`src/core/cfs_pkg.sv`:
```
package cfs_pkg;
  // ==========================================================
  // Condition-code layout
  localparam int CCR_W = 6;
  localparam int F_H   = 5;
  localparam int F_I   = 4;
  localparam int F_N   = 3;
  localparam int F_Z   = 2;
  localparam int F_V   = 1;
  localparam int F_C   = 0;
  localparam logic [CCR_W-1:0] CCR_RST = 6'h10;

  // ==========================================================
  // Opcodes and operand tests
  localparam logic [7:0] OP_TAP  = 8'h06;
  localparam logic [7:0] OP_CLI  = 8'h0E;
  localparam logic [7:0] OP_SEI  = 8'h0F;
  localparam logic [7:0] OP_DAA  = 8'h19;
  localparam logic [7:0] OP_RTI  = 8'h3B;
  localparam logic [7:0] OP_MUL  = 8'h3D;
  localparam logic [7:0] OP_WAI  = 8'h3E;
  localparam logic [7:0] OP_LSRD = 8'h04;
  localparam logic [7:0] OP_ASLD = 8'h05;
  localparam logic [7:0] VAL_80  = 8'h80;
  localparam logic [7:0] VAL_7F  = 8'h7F;
  localparam logic [3:0] BCD_MAX = 4'h9;
  localparam logic [3:0] LO_NEG  = 4'h0;
  localparam logic [3:0] LO_DEC  = 4'hA;
  localparam logic [3:0] LO_INC  = 4'hC;
  localparam logic [3:0] LO_D16  = 4'h3;
  localparam logic [3:0] LO_LDD  = 4'hC;
  localparam logic [3:0] HI_RMW0 = 4'h4;
  localparam logic [3:0] HI_RMW3 = 4'h7;
  localparam logic [3:0] HI_ACCUMULATOR_B = 4'hC;

  // ==========================================================
  // Register map
  localparam logic [3:0] ADDR_CTRL   = 4'h0;
  localparam logic [3:0] ADDR_STATUS = 4'h4;
  localparam logic [3:0] ADDR_UNDEF  = 4'h8;
  localparam int CTRL_IRQ_EN  = 0;
  localparam int CTRL_TRAP_EN = 1;
  localparam logic [1:0] CTRL_RST = 2'h3;
  localparam int ST_WAIT_B = 8;
  localparam int ST_BUSY_B = 9;
  localparam int ST_ARM_B  = 10;
  localparam int UND_OP_LSB = 8;
  localparam logic [1:0] RESP_OKAY   = 2'h0;
  localparam logic [1:0] RESP_SLVERR = 2'h2;
  localparam logic [15:0] ADDR_ONES  = 16'hFFFF;

  // ==========================================================
  // Types
  typedef enum logic [2:0] {
    ST_IDLE = 3'h1,
    ST_EXEC = 3'h2,
    ST_WAIT = 3'h4
  } cfs_state_t;

  typedef struct packed {
    logic [7:0]       opcode;
    logic [2:0]       cycles;
    logic [15:0]      result;
    logic [7:0]       operand;
    logic [7:0]       acc_a;
    logic [CCR_W-1:0] stacked;
    logic [CCR_W-1:0] alu_flags;
    logic [CCR_W-1:0] alu_mask;
  } cfs_exec_t;

  // Holes in the opcode map; 61/62/65/6B/71/72/75/7B are the
  // immediate-to-memory group and stay defined
  function automatic logic cfs_undef(input logic [7:0] op);
    logic u;
    u = 1'b0;
    unique case (op)
      8'h00, 8'h02, 8'h03, 8'h12, 8'h13, 8'h14, 8'h15,
      8'h1C, 8'h1D, 8'h1E, 8'h1F, 8'h41, 8'h42, 8'h45,
      8'h4B, 8'h4E, 8'h51, 8'h52, 8'h55, 8'h5B, 8'h5E,
      8'h87, 8'h8F, 8'hC7, 8'hCD, 8'hCF: u = 1'b1;
      default: u = 1'b0;
    endcase
    return u;
  endfunction
endpackage

```
`src/core/cfs_flag_seq.sv`:
```
`timescale 1ns/1ps
// Operation
// - Overflow set when the 8-bit result is 80 hex, else cleared.
// - Decimal adjust sets carry if high digit above nine; never clears it.
// - Overflow set when operand was 80 hex before execution, else cleared.
// - Overflow set when operand was 7F hex before execution, else cleared.
// - Shifts and rotates take overflow from negative combined with carry.
// - Sixteen-bit results take negative from result bit 15.
// - Return from interrupt reloads every flag from the stacked value.
// - Wait sets mask on interrupt; masked entry exits only on NMI.
// - Accumulator-to-flags transfer loads all flags from accumulator A.
// - Multiply sets carry from bit 7 of the low product byte.
// - Mask clear then one-cycle instruction: two more run before service.
// - Mask clear then longer instruction: only it runs, then vector.
// - Transfer clearing the mask delays interrupts like clear-mask.
// - Next opcode is fetched during the last cycle of the current one.
// - Only immediate-to-memory ops use reserved slots; other holes undefined.
// - In wait: halt indicator high, address all ones, data bus released.
module cfs_flag_seq
  import cfs_pkg::*;
#(
  parameter int AW = 4
)(
  input  wire logic             sys_clk,
  input  wire logic             rst_n,
  input  wire logic             exec_valid,
  output logic                  exec_ready,
  input  wire cfs_exec_t        exec_in,
  output logic                  instr_end,
  output logic                  fetch_next,
  output logic                  undef_opcode,
  input  wire logic             maskable_request_one_n,
  input  wire logic             maskable_request_two_n,
  input  wire logic             nmi_n,
  output logic                  irq_take,
  output logic                  nmi_take,
  output logic [CCR_W-1:0]      ccr,
  output logic                  halt_wait,
  output logic [15:0]           addr_force,
  output logic                  data_bus_oe,
  input  wire logic [AW-1:0]    s_axi_awaddr,
  input  wire logic             s_axi_awvalid,
  output logic                  s_axi_awready,
  input  wire logic [31:0]      s_axi_wdata,
  input  wire logic [3:0]       s_axi_wstrb,
  input  wire logic             s_axi_wvalid,
  output logic                  s_axi_wready,
  output logic [1:0]            s_axi_bresp,
  output logic                  s_axi_bvalid,
  input  wire logic             s_axi_bready,
  input  wire logic [AW-1:0]    s_axi_araddr,
  input  wire logic             s_axi_arvalid,
  output logic                  s_axi_arready,
  output logic [31:0]           s_axi_rdata,
  output logic [1:0]            s_axi_rresp,
  output logic                  s_axi_rvalid,
  input  wire logic             s_axi_rready
);

  // ==========================================================
  // Sequencer state
  cfs_state_t       st_q, st_d;
  logic [2:0]       cnt_q, cnt_d;
  cfs_exec_t        cur_q, cur_d;
  logic [CCR_W-1:0] ccr_q, ccr_d, flg;
  logic             arm_q, arm_d;
  logic             wmask_q, wmask_d;
  logic [1:0]       ctrl_q, ctrl_d;
  logic             und_q, und_d;
  logic [7:0]       und_op_q, und_op_d;
  logic             bvalid_q, bvalid_d;
  logic [1:0]       bresp_q, bresp_d;
  logic             rvalid_q, rvalid_d;
  logic [31:0]      rdata_q, rdata_d;
  logic [1:0]       rresp_q, rresp_d;
  logic             accept, irq_req, one_cyc, w_hs, r_hs, und_evt;
  logic [3:0]       hi, lo;

  assign irq_req = (!maskable_request_one_n || !maskable_request_two_n)
                   && ctrl_q[CTRL_IRQ_EN];
  assign exec_ready = (st_q == ST_IDLE);
  assign accept     = exec_valid && exec_ready;
  assign instr_end  = (st_q == ST_EXEC) && (cnt_q <= 3'h1);
  assign fetch_next = instr_end;
  assign one_cyc    = (cur_q.cycles <= 3'h1);
  assign hi = cur_q.opcode[7:4];
  assign lo = cur_q.opcode[3:0];
  assign und_evt = accept && cfs_undef(exec_in.opcode);
  assign undef_opcode = und_evt && ctrl_q[CTRL_TRAP_EN];

  // Flag update for the ending instruction
  always_comb
  begin
    flg = (ccr_q & ~cur_q.alu_mask) | (cur_q.alu_flags & cur_q.alu_mask);
    if ((hi >= HI_RMW0) && (hi <= HI_RMW3))
    begin
      unique case (lo)
        LO_NEG: flg[F_V] = (cur_q.result[7:0] == VAL_80);
        LO_DEC: flg[F_V] = (cur_q.operand == VAL_80);
        LO_INC: flg[F_V] = (cur_q.operand == VAL_7F);
        4'h4, 4'h6, 4'h7, 4'h8, 4'h9:
          flg[F_V] = flg[F_N] ^ flg[F_C];
        default: ;
      endcase
    end
    // Overflow must see the negative flag of this result, so N goes first
    if (cur_q.opcode == OP_LSRD || cur_q.opcode == OP_ASLD)
    begin
      flg[F_N] = cur_q.result[15];
      flg[F_V] = flg[F_N] ^ flg[F_C];
    end
    if ((cur_q.opcode[7] && lo == LO_D16) ||
        (hi >= HI_ACCUMULATOR_B && lo == LO_LDD))
      flg[F_N] = cur_q.result[15];
    unique case (cur_q.opcode)
      OP_DAA: flg[F_C] = ccr_q[F_C] || (cur_q.operand[7:4] > BCD_MAX);
      OP_MUL: flg[F_C] = cur_q.result[7];
      OP_RTI: flg = cur_q.stacked;
      OP_TAP: flg = cur_q.acc_a[CCR_W-1:0];
      OP_CLI: flg[F_I] = 1'b0;
      OP_SEI: flg[F_I] = 1'b1;
      default: ;
    endcase
  end

  // ==========================================================
  // Instruction and interrupt sequencing
  always_comb
  begin
    st_d     = st_q;
    cnt_d    = cnt_q;
    cur_d    = cur_q;
    ccr_d    = ccr_q;
    arm_d    = arm_q;
    wmask_d  = wmask_q;
    irq_take = 1'b0;
    nmi_take = 1'b0;
    unique case (st_q)
      ST_IDLE:
      begin
        if (accept)
        begin
          cur_d = exec_in;
          cnt_d = exec_in.cycles;
          st_d  = ST_EXEC;
        end
      end
      ST_EXEC:
      begin
        cnt_d = cnt_q - 3'h1;
        if (instr_end)
        begin
          ccr_d = flg;
          st_d  = ST_IDLE;
          // Mask clear defers service by one or two instructions
          arm_d = ccr_q[F_I] && !flg[F_I];
          // Blocked only when the deferred one is single-cycle
          if (!ccr_q[F_I] && irq_req && !(arm_q && one_cyc))
          begin
            irq_take   = 1'b1;
            ccr_d[F_I] = 1'b1;
            arm_d      = 1'b0;
          end
          else if (cur_q.opcode == OP_WAI)
          begin
            st_d    = ST_WAIT;
            wmask_d = ccr_q[F_I];
          end
        end
      end
      ST_WAIT:
      begin
        if (!nmi_n || (!wmask_q && irq_req))
        begin
          nmi_take   = !nmi_n;
          irq_take   = nmi_n;
          ccr_d[F_I] = 1'b1;
          st_d       = ST_IDLE;
        end
      end
    endcase
  end

  always_ff @(posedge sys_clk)
  begin
    if (!rst_n)
    begin
      st_q    <= ST_IDLE;
      cnt_q   <= 3'h0;
      cur_q   <= '0;
      ccr_q   <= CCR_RST;
      arm_q   <= 1'b0;
      wmask_q <= 1'b0;
    end
    else
    begin
      st_q    <= st_d;
      cnt_q   <= cnt_d;
      cur_q   <= cur_d;
      ccr_q   <= ccr_d;
      arm_q   <= arm_d;
      wmask_q <= wmask_d;
    end
  end

  assign ccr         = ccr_q;
  assign halt_wait   = (st_q == ST_WAIT);
  assign addr_force  = halt_wait ? ADDR_ONES : 16'h0000;
  // Outside wait the bus owner decides; we only release it here
  assign data_bus_oe = !halt_wait;

  // ==========================================================
  // AXI4-Lite slave
  // Address and data are taken together; a master that offers
  // them apart just waits for the second one
  assign w_hs = s_axi_awvalid && s_axi_wvalid && !bvalid_q;
  assign r_hs = s_axi_arvalid && !rvalid_q;
  assign s_axi_awready = w_hs;
  assign s_axi_wready  = w_hs;
  assign s_axi_arready = r_hs;

  always_comb
  begin
    ctrl_d   = ctrl_q;
    und_d    = und_q;
    und_op_d = und_op_q;
    bvalid_d = bvalid_q && !s_axi_bready;
    bresp_d  = bresp_q;
    rvalid_d = rvalid_q && !s_axi_rready;
    rdata_d  = rdata_q;
    rresp_d  = rresp_q;
    if (w_hs)
    begin
      bvalid_d = 1'b1;
      bresp_d  = RESP_OKAY;
      unique case (s_axi_awaddr)
        ADDR_CTRL:
          if (s_axi_wstrb[0])
            ctrl_d = s_axi_wdata[1:0];
        ADDR_UNDEF:
          if (s_axi_wstrb[0] && s_axi_wdata[0])
            und_d = 1'b0;
        ADDR_STATUS: ;
        default: bresp_d = RESP_SLVERR;
      endcase
    end
    // Set after clear so a new event is never lost
    if (und_evt)
    begin
      und_d    = 1'b1;
      und_op_d = exec_in.opcode;
    end
    if (r_hs)
    begin
      rvalid_d = 1'b1;
      rresp_d  = RESP_OKAY;
      rdata_d  = 32'h0000_0000;
      unique case (s_axi_araddr)
        ADDR_CTRL: rdata_d[1:0] = ctrl_q;
        ADDR_STATUS:
        begin
          rdata_d[CCR_W-1:0] = ccr_q;
          rdata_d[ST_WAIT_B] = halt_wait;
          rdata_d[ST_BUSY_B] = (st_q == ST_EXEC);
          rdata_d[ST_ARM_B]  = arm_q;
        end
        ADDR_UNDEF:
        begin
          rdata_d[0] = und_q;
          rdata_d[UND_OP_LSB +: 8] = und_op_q;
        end
        default: rresp_d = RESP_SLVERR;
      endcase
    end
  end

  always_ff @(posedge sys_clk)
  begin
    if (!rst_n)
    begin
      ctrl_q   <= CTRL_RST;
      und_q    <= 1'b0;
      und_op_q <= 8'h00;
      bvalid_q <= 1'b0;
      bresp_q  <= RESP_OKAY;
      rvalid_q <= 1'b0;
      rdata_q  <= 32'h0000_0000;
      rresp_q  <= RESP_OKAY;
    end
    else
    begin
      ctrl_q   <= ctrl_d;
      und_q    <= und_d;
      und_op_q <= und_op_d;
      bvalid_q <= bvalid_d;
      bresp_q  <= bresp_d;
      rvalid_q <= rvalid_d;
      rdata_q  <= rdata_d;
      rresp_q  <= rresp_d;
    end
  end

  assign s_axi_bvalid = bvalid_q;
  assign s_axi_bresp  = bresp_q;
  assign s_axi_rvalid = rvalid_q;
  assign s_axi_rdata  = rdata_q;
  assign s_axi_rresp  = rresp_q;

endmodule

```
`config.mk`:
```
export PLATFORM = sky130hd
export DESIGN_NAME = cfs_flag_seq
export DESIGN_NICKNAME = d
export VERILOG_FILES = /design/src/core/cfs_pkg.sv /design/src/core/cfs_flag_seq.sv
export SDC_FILE = /design/constraint.sdc
export NUM_CORES = 1
export LEC_CHECK = 0
export ABC_AREA = 1
export BUFFER_PORTS_ARGS = -buffer_cell sky130_fd_sc_hd__buf_2
export CAP_MARGIN = 10
export CORE_ASPECT_RATIO = 1.4
export CORE_UTILIZATION = 45
export DETAILED_ROUTE_END_ITERATION = 12
export MAX_ROUTING_LAYER = met4
export PLACE_DENSITY_LB_ADDON = 0.25
export REMOVE_ABC_BUFFERS = 1
export SLEW_MARGIN = 20
export SYNTH_ARGS = -nofsm -noshare
export SYNTH_HDL_FRONTEND = slang
export SYNTH_SLANG_ARGS = --single-unit
```
`constraint.sdc`:
```
create_clock -name sys_clk -period 1.8 [get_ports sys_clk]
set_input_delay 0.27 -clock sys_clk [delete_from_list [all_inputs] [get_ports sys_clk]]
set_output_delay 0.27 -clock sys_clk [all_outputs]
set_load 0.05 [all_outputs]
```
== After elaboration in Yosys (flattened, before gate mapping) ==
Index checks and enable logic that the tools add are counted.
Word-level totals
  bits in registers: 104
  input bits: 116
  logic and storage cells: 191
  output and inout bits: 71
Cells by class
  $add $sub $neg: 1
  order comparisons: 6
  equal/unequal tests: 55
  reduce and logical (&&, ||, !) cells: 57
  bitwise logic cells: 7
  muxes and demuxes: 43
Operator list (count)
  equality test 8 x 7 -> 1 bit, second input constant: 11
  equality test 8 x 5 -> 1 bit, second input constant: 9
  equality test 8 bit, second input constant: 7
  OR reduction 26 bit: 1
  equality test 4 bit, second input constant: 6
  equality test 8 x 3 -> 1 bit, second input constant: 3
  equality test 8 x 6 -> 1 bit, second input constant: 3
  equality test 4 x 3 -> 1 bit, second input constant: 5
  logical AND 1 bit: 19
  2-to-1 mux 1 bit: 19
  2-to-1 mux 3 bit: 6
  case mux 3 bit (2 select lines): 3
  equality test 8 x 2 -> 1 bit, second input constant: 2
  equality test 8 x 4 -> 1 bit, second input constant: 2
  2-to-1 mux 16 bit: 1
  bitwise AND 6 bit: 2
  logical NOT 1 bit: 12
  logical NOT 4 bit: 3
  case mux 1 bit (4 select lines): 3
  AND reduction 3 bit: 4
  2-to-1 mux 5 bit: 2
  nonzero test 2 bit: 5
  case mux 3 bit (3 select lines): 1
  logical NOT 8 bit: 1
  25 further kinds: 39

== Depth between registers and ports, before layout ==
Gate-level depths: netlist (run 1).
  word-level depth: 10
  mapped depth: 12
  gate-level depth less buffers: 12

== Worst setup path after synthesis (run 1) ==
Ideal clock, no wire load.
  kind: register to output
  from: register st_q[2]
  to: output nmi_take
  data required time: 1.530 ns
  slack: -0.996 ns
  buffers on the path: 0
  stages on the path, launching flop included: 5
  arrival: 2.526 ns
  path through: dfxtp_1 > inv_1 > nor3_4 > inv_1 > nor2_1
On the way
  longest elaborated chain between the ends: 2
RTL lines
  start: declaration: line cfs_flag_seq.sv:62  | cfs_state_t st_q, st_d;
  start signal: assignment: line cfs_flag_seq.sv:197  | st_q <= st_d;
  equality test 3 bit
  named net halt_wait: line cfs_flag_seq.sv:38  | output logic halt_wait,
  2-to-1 mux 1 bit: line cfs_flag_seq.sv:138  | unique case (st_q)
  end: declaration: line cfs_flag_seq.sv:36  | output logic nmi_take,
The timed path passes the listed nets, and every way through them passes these cells.

== Worst setup path after layout (run 1) ==
  from: register st_q[1]
  to: output irq_take
On the way
  longest elaborated chain between the ends: 4
  elaborated cells between the ends (all ways): 5
  classes of those cells: eq/ne: 2; mux: 2; reduce/logical: 1
RTL lines
  equality test 3 x 2 -> 1 bit: line cfs_flag_seq.sv:83, cfs_flag_seq.sv:138
  logical AND 1 bit: line cfs_flag_seq.sv:83  | assign instr_end = (st_q == ST_EXEC) && (cnt_q <= 3'h1);
  2-to-1 mux 1 bit: line cfs_flag_seq.sv:151  | if (instr_end)
  case mux 1 bit (2 select lines) *: line cfs_flag_seq.sv:138
  end: declaration: line cfs_flag_seq.sv:35  | output logic irq_take,
Mark *: on every way between the ends. The rest lies on a longest branch, timed or not.

==> flow_summary_export.csv, run 1 <==
group,metric,value,unit
setup_path,startpoint_type,"flip-flop",
detailed_routing,drt_wl_total,11.2,mm
flow_run,cap_violations,0,
power,powerDensity,966,nW/um^2
yosys,synth.area.top_cells,"dfxtp_1, o21ai_0, nand2_1",
sta,setup_violations,0,
min_path,min_path_type,"input pin to flip-flop",
sta,tightest_slew,0.561,ns
setup_path,worstSetupPathType,"flip-flop to output port",
placement,port_buffers,124,
layout,area_delta_synth_final,24.2,%
yosys,synth_area,4590,sq um
sta,final-hold-violation-count,0,
detailed_routing,dr_wl_met2,5.81,mm
layout,final_nets,889,
sta,slew_headroom,62.3,%
setup_path,worst_ep_required_time,1.53,ns
floorplan,die_y,122,microns
setup_path,critPathMaxFanout,4,
layout,multi_input_area,2140,sq um
cts,path_clk_slew,0.06,ns
detailed_routing,vias_per_cell,4.92,
grt,grt_max_degree,52,
sta,rsz0062_at_grt,"yes",
detailed_routing,top_layer,"met4",
floorplan,start_util,46.4,%
layout,final_cells,911,
yosys,synth_top_area_cell,"dfxtp_1",
grt,grt_pass1_vias,4044,
floorplan,fp.dieArea,10600,sq um
detailed_routing,ant_nets,0,
yosys,synthCells,655,
yosys,synthArstFlopShare,0,%
yosys,yosysTopAreaCellShare,41.0,%
cts,insertion_delay,0.35,ns
status,status,"completed",
cts,clk_path_buf_depth,2,
yosys,synth_compound_area_share,20.1,%
cts,clock_tree.htree_level_count,3,
placement,place_congestion,0.857,
floorplan,die_w,87.4,microns
yosys,synth_flop_cell,"dfxtp_1",
detailed_routing,met1Wirelength,4.69,mm
cts,numClockSinks,94,
floorplan,row_count,43,
placement,placedCellCount,888,
yosys,yosys_warnings,0,
layout,antennaDiodeCount,0,
grt,gr-total-overflow,0,
detailed_routing,vias,4479,
yosys,ys_seq_area_share,41.0,%
cts,cts_hold_buf,0,
yosys,synth-simple-area-share,23.0,%
yosys,synth.distinct_cells,41,
sta,fin_crit,1.78,ns
detailed_routing,drtPass1Iterations,4,
power,p_leak,2.65,nW
layout,num-fill-cells,984,
floorplan,num_io_pins,187,
layout,drive_above_1_share,25.8,%
detailed_routing,drt_iter0_drc,194,
detailed_routing,wl_per_cell,12.3,microns
detailed_routing,routed-wl-met3,540,microns
sta,period_share,99.1,%
setup_path,cp.arrival,1.51,ns
sta,max_freq,561,MHz
sta,maxSlewViolCount,0,
yosys,synth_top_family_by_area,"simple AND/OR/NAND/NOR gates",
yosys,synth_edf_count,0,
yosys,synth.area.mux_share,0.245,%
cts,cts_buffers,9,
yosys,synth_xor_area_share,0,%
floorplan,fp.coreArea,9900,sq um
yosys,syn_avg_cell_area,7.01,sq um
grt,antenna_found_initial,0,
placement,place_hpwl,8.25,mm
setup_path,cp-end-kind,"output port",
layout,regArea,1890,sq um
sta,skew,0.00564,ns
grt,grtUsageTotal,22.7,%
detailed_routing,route.detailed.drc,0,
sta,setup_tns,0,ns
grt,grt_pass1_wl,18.0,mm
power,ir_worst_vdd,0.528,mV
yosys,ys_seq_elements,94,
yosys,synth_fa_ha_area_share,0.545,%
cts,cts_tree,"built",
cts,cts-root-buf,"clkbuf_16",
## layer usage
metal,vias up,GRT usage [%]
met5,-,-
met4,0,7.58
met3,14,4.35
met2,149,41.9
met1,2008,23.6
li1,2308,-
## report_power, final
part	internal, mW	switching [mW]	leakage (nW)
logic	0.361	0.770	1.72
clock network	1.22	0.793	0.154
registers	2.25	0.109	0.773
total	3.83	1.67	2.65
## cells in the mapped netlist, types with 3 or more instances
| library cell | instances |
|---|---|
| clkinv_1 | 4 |
| a31oi_1 | 4 |
| nor3_1 | 4 |
| dfxtp_1 | 94 |
| nand4_1 | 3 |
| o21ai_0 | 78 |
| buf_4 | 41 |
| buf_2 | 5 |
| nand2_1 | 98 |
| nand3_1 | 32 |
| o211ai_1 | 5 |
| a21oi_1 | 66 |
| nor2_1 | 89 |
| inv_1 | 64 |
| inv_2 | 7 |
| clkbuf_1 | 17 |
| nor2_2 | 5 |
| o22ai_1 | 4 |
| o21ai_1 | 4 |
## path summary, 6_finish.rpt
path | to | from | depth (start not counted) | slack [ns]
max | irq_take | st_q[1]$_SDFFE_PN0P_ | 7 | 0.02
min | ctrl_q[1]$_SDFFE_PN1P_ | s_axi_wdata[1] | 3 | 0.14
max reg2reg | ccr[4]$_SDFFE_PN1P_ | ctrl_q[0]$_SDFFE_PN1P_ | 8 | 0.16
min reg2reg | und_op_q[5]$_SDFFE_PN0P_ | und_op_q[5]$_SDFFE_PN0P_ | 2 | 0.45
## cell type report
type | count | area share (%)
Inverter | 75 | 4.94
Clock buffer | 11 | 4.08
Tap cell | 135 | 2.96
Clock inverter | 5 | 1.45
Sequential cell | 94 | 33.2
Timing Repair Buffer | 150 | 15.8
Multi-Input combinational cell | 441 | 37.6
## cell usage in the layout (no fill, tap or decap), drive strengths merged
cell type  netlist  layout
a31oi            4       4
nor2            96      96
or3              1       1
o221ai           1       1
clkinv           4       6
o31ai            1       1
clkbuf          17      11
o21ai           83      83
o211ai           5       5
a21oi           67      67
a211oi           2       2
nand4            3       3
a22oi            2       2
nand3           33      33
inv             71      72
nor4             2       2
o22ai            4       4
dfxtp           94      94
mux2             1       1
nand3b           1       1
buf             47     150
ha               2       2
nor3b            1       1
nor3             6       6
a21boi           1       1
o21bai           1       1
or2              2       2
nand2          100     100
bufinv           0       2
conb             1      20
o2111ai          2       2
## critical path, cell delays in order, from the launching register on
cell     delay, ns
dfxtp_4       0.38
inv_2         0.06
nor3_4        0.13
inv_2         0.09
nor2_4        0.13
inv_2         0.07
o22ai_4       0.12
buf_6         0.18
## flip-flops by register name (all words and copies together) (netlist names), 2 cells and up, named ones only
signal,cells
st_q,3
cnt_q,3
s_axi_rdata,14
ccr,4
ctrl_q,2
cur_q,51
und_op_q,8
## per-stage QoR
step / total power [mW] / instance area [sq um] / hold WS [ns] / setup slack, ns / util (%)
2_1_floorplan: 3.12 / 4260 / 0.354 / -8.16 / -
3_3_place_gp: 3.45 / 5190 / 0.430 / 0.0717 / 52.4
3_5_place_dp: 3.48 / 5190 / 0.440 / 0.0807 / 52.4
4_1_cts: 5.54 / 5620 / 0.138 / -0.0293 / 56.8
5_1_grt: 5.77 / 5700 / 0.147 / -0.0690 / 57.6
6_report: 5.51 / 5700 / 0.145 / 0.0165 / 57.6
## cells by family after synthesis
kind of cell               after synthesis
other                                    1
and+or+nand+nor                        245
muxes                                    1
DFF                                     94
adders and majority gates                2
AOI/OAI and AO/OA                      173
buffers and inverters                  139
## what timing repair did
action | CTS | global route
pin swaps | 5 | 4
hold endpoints to repair | 0 | 0
setup endpoints to repair | 22 | 36
buffers inserted | 3 | 4
gates resized for setup | 30 | 32
Note: power is estimated with default switching activity, not from simulation.
==> run 2, diff against run 1 <==
--- a/config.mk
+++ b/config.mk
@@ -13,5 +13,5 @@
 export DETAILED_ROUTE_END_ITERATION = 12
 export MAX_ROUTING_LAYER = met4
-export PLACE_DENSITY_LB_ADDON = 0.25
+export PLACE_DENSITY = 0.75
 export REMOVE_ABC_BUFFERS = 1
 export SLEW_MARGIN = 20
==> constraint.sdc (replaced) <==
create_clock -name sys_clk -period 1.8 [get_ports sys_clk]
set_input_delay 0.18 -clock sys_clk [delete_from_list [all_inputs] [get_ports sys_clk]]
set_output_delay 0.18 -clock sys_clk [all_outputs]
set_load 0.05 [all_outputs]
==> run 2 against run 1 <==
  * Clock power shrank 8%
  * Routed wire length rose by 2.2%
  * Critical endpoint unchanged
  * Global-route usage rose by 0.24 points
  * Die area unchanged
  * Fmax is essentially flat
  * Clock-buffer cell count grew 3
  * Largest cell class unchanged
==> flow_summary_export.csv, run 2 (synthesized netlist as in run 1, its figures left out) <==
group,metric,value,unit
sta,maxSlewViolCount,0,
detailed_routing,vias,4471,
cts,clk_path_buf_depth,2,
sta,tightest_slew,0.603,ns
detailed_routing,drt_wl_total,11.5,mm
setup_path,worst_r2r_path_depth,7,
sta,setup_violations,0,
floorplan,row_count,43,
setup_path,crit_path_top_delay_cell,"dfxtp_2",
sta,skew,0.00554,ns
layout,area_delta_synth_final,24.2,%
cts,clock_tree.htree_level_count,3,
layout,final_nets,889,
placement,place_area,5190,sq um
grt,grtUsageTotal,22.9,%
power,p_leak,2.66,nW
power,ir_worst_vdd,0.519,mV
flow_run,cap_violations,0,
sta,fin_hold_ws,0.0554,ns
sta,fin_crit,1.78,ns
layout,largest_reg_flops,51,
min_path,min_to,"ctrl_q[1]$_SDFFE_PN1P_",
layout,layout_common_cells,"buf_2, nand2_1, dfxtp_1",
setup_path,worst_ep_required_time,1.62,ns
cts,cts_buffers,9,
placement,port_buffers,124,
setup_path,r2r-start,"cur_q[55]$_SDFFE_PN0P_",
setup_path,slowest_delay,0.32,ns
detailed_routing,wl_per_cell,12.6,microns
layout,layout_commonest_cell,"buf_2",
cts,cts-root-buf,"clkbuf_16",
sta,period_share,99.0,%
cts,numClockSinks,94,
sta,setup_tns,0,ns
power,powerDensity,942,nW/um^2
grt,gr-total-overflow,0,
detailed_routing,vias_per_cell,4.91,
sta,rsz0062_at_grt,"yes",
layout,regMostFlops,"cur_q",
sta,max_freq,561,MHz
status,status,"completed",
floorplan,die_w,87.4,microns
sta,slew_headroom,59.5,%
setup_path,startpoint_type,"flip-flop",
layout,post-route-util,57.6,%
setup_path,r2r_end,"st_q[2]$_SDFFE_PN0P_",
sta,final-hold-violation-count,0,
cts,cts_tree,"built",
cts,insertion_delay,0.34,ns
min_path,holdCritStartpoint,"s_axi_wdata[1]",
min_path,min_path_type,"input pin to flip-flop",
floorplan,fp.coreArea,9900,sq um
detailed_routing,route.detailed.drc,0,
placement,place_hpwl,8.25,mm
layout,antennaDiodeCount,0,
setup_path,cp-end-kind,"output port",
setup_path,cp.arrival,1.60,ns
layout,stdcell_area,5700,sq um
setup_path,crit_path_cell_trace,"inv_2 -> ha_4 -> o21ai_1 -> buf_4 -> nor2_4 -> inv_4 -> o22ai_4 -> buf_6",
floorplan,start_util,46.4,%
grt,antenna_found_initial,0,
grt,grt_pass1_vias,4072,
layout,drive_above_1_share,26.5,%
cts,path_clk_slew,0.06,ns
grt,grt_pass1_wl,18.5,mm
min_path,hold_depth,3,
setup_path,critPathMaxFanout,3,
placement,place_congestion,0.844,
detailed_routing,drtPass1Iterations,4,
floorplan,fp.dieArea,10600,sq um
grt,grt_max_degree,67,
detailed_routing,drt_iter0_drc,243,
floorplan,num_io_pins,187,
setup_path,worstSetupPathType,"flip-flop to output port",
setup_path,r2r_slack,0.16,ns
floorplan,die_y,122,microns
detailed_routing,ant_nets,0,
## run 2: per-layer routing
metal	part of all wire, %	vias up	global-route usage, %	routed length, microns
li1	-	2305	-	-
met1	41	2003	24.9	4760
met2	52	144	41.8	6000
met3	4.6	19	4.29	534
met4	1.8	0	6.35	210
met5	0	-	-	0
## run 2: area by class of cell
cell class                      count  area [sq um]
Multi-Input combinational cell    441          2160
Clock buffer                       14           284
Fill cell                         950          4200
Sequential cell                    94          1890
Clock inverter                      2          13.8
Tap cell                          135           169
Inverter                           75           287
Timing Repair Buffer              150           898
## run 2: timing repair
item / 4_1_cts / 5_1_grt
hold endpoints to repair: 0 / 0
resized for setup: 15 / 37
setup buffers: 0 / 8
pin swaps: 3 / 10
endpoints found under the setup margin: 4 / 17
hold buffers: 0 / 0
## run 2: where the power goes
part / switching [mW] / internal (mW) / total (mW)
combinational: 0.783 / 0.372 / 1.15
sequential: 0.111 / 2.25 / 2.36
clock: 0.771 / 1.09 / 1.86
## run 2: critical path, delay by kind of cell, from the launching register on
family                   cells  cell delay [ns]
flip-flops                   1             0.32
buffers and inverters        4             0.48
AND/OR/NAND/NOR              1             0.14
AO/OA/AOI/OAI                2             0.20
adder cells (fa/ha/maj)      1             0.13
## run 2: through the flow
step | setup WS, ns | instances | power, mW
after floorplan | -8.07 | 610 | 3.12
after global placement | 0.211 | 887 | 3.46
after detailed placement | 0.179 | 887 | 3.49
after CTS | -0.00932 | 903 | 5.35
after global routing | -0.0314 | 911 | 5.63
final | 0.0180 | 911 | 5.38
## run 2: worst max-delay path by stage
stage,start,to,cells past startpoint
floorplan,st_q[2]$_SDFFE_PN0P_,nmi_take,4
global placement,cnt_q[1]$_SDFFE_PN0P_,irq_take,8
detailed placement,exec_in[54],undef_opcode,12
CTS,cnt_q[1]$_SDFFE_PN0P_,fetch_next,7
global route,cnt_q[1]$_SDFFE_PN0P_,irq_take,8
finish,cnt_q[1]$_SDFFE_PN0P_,irq_take,8
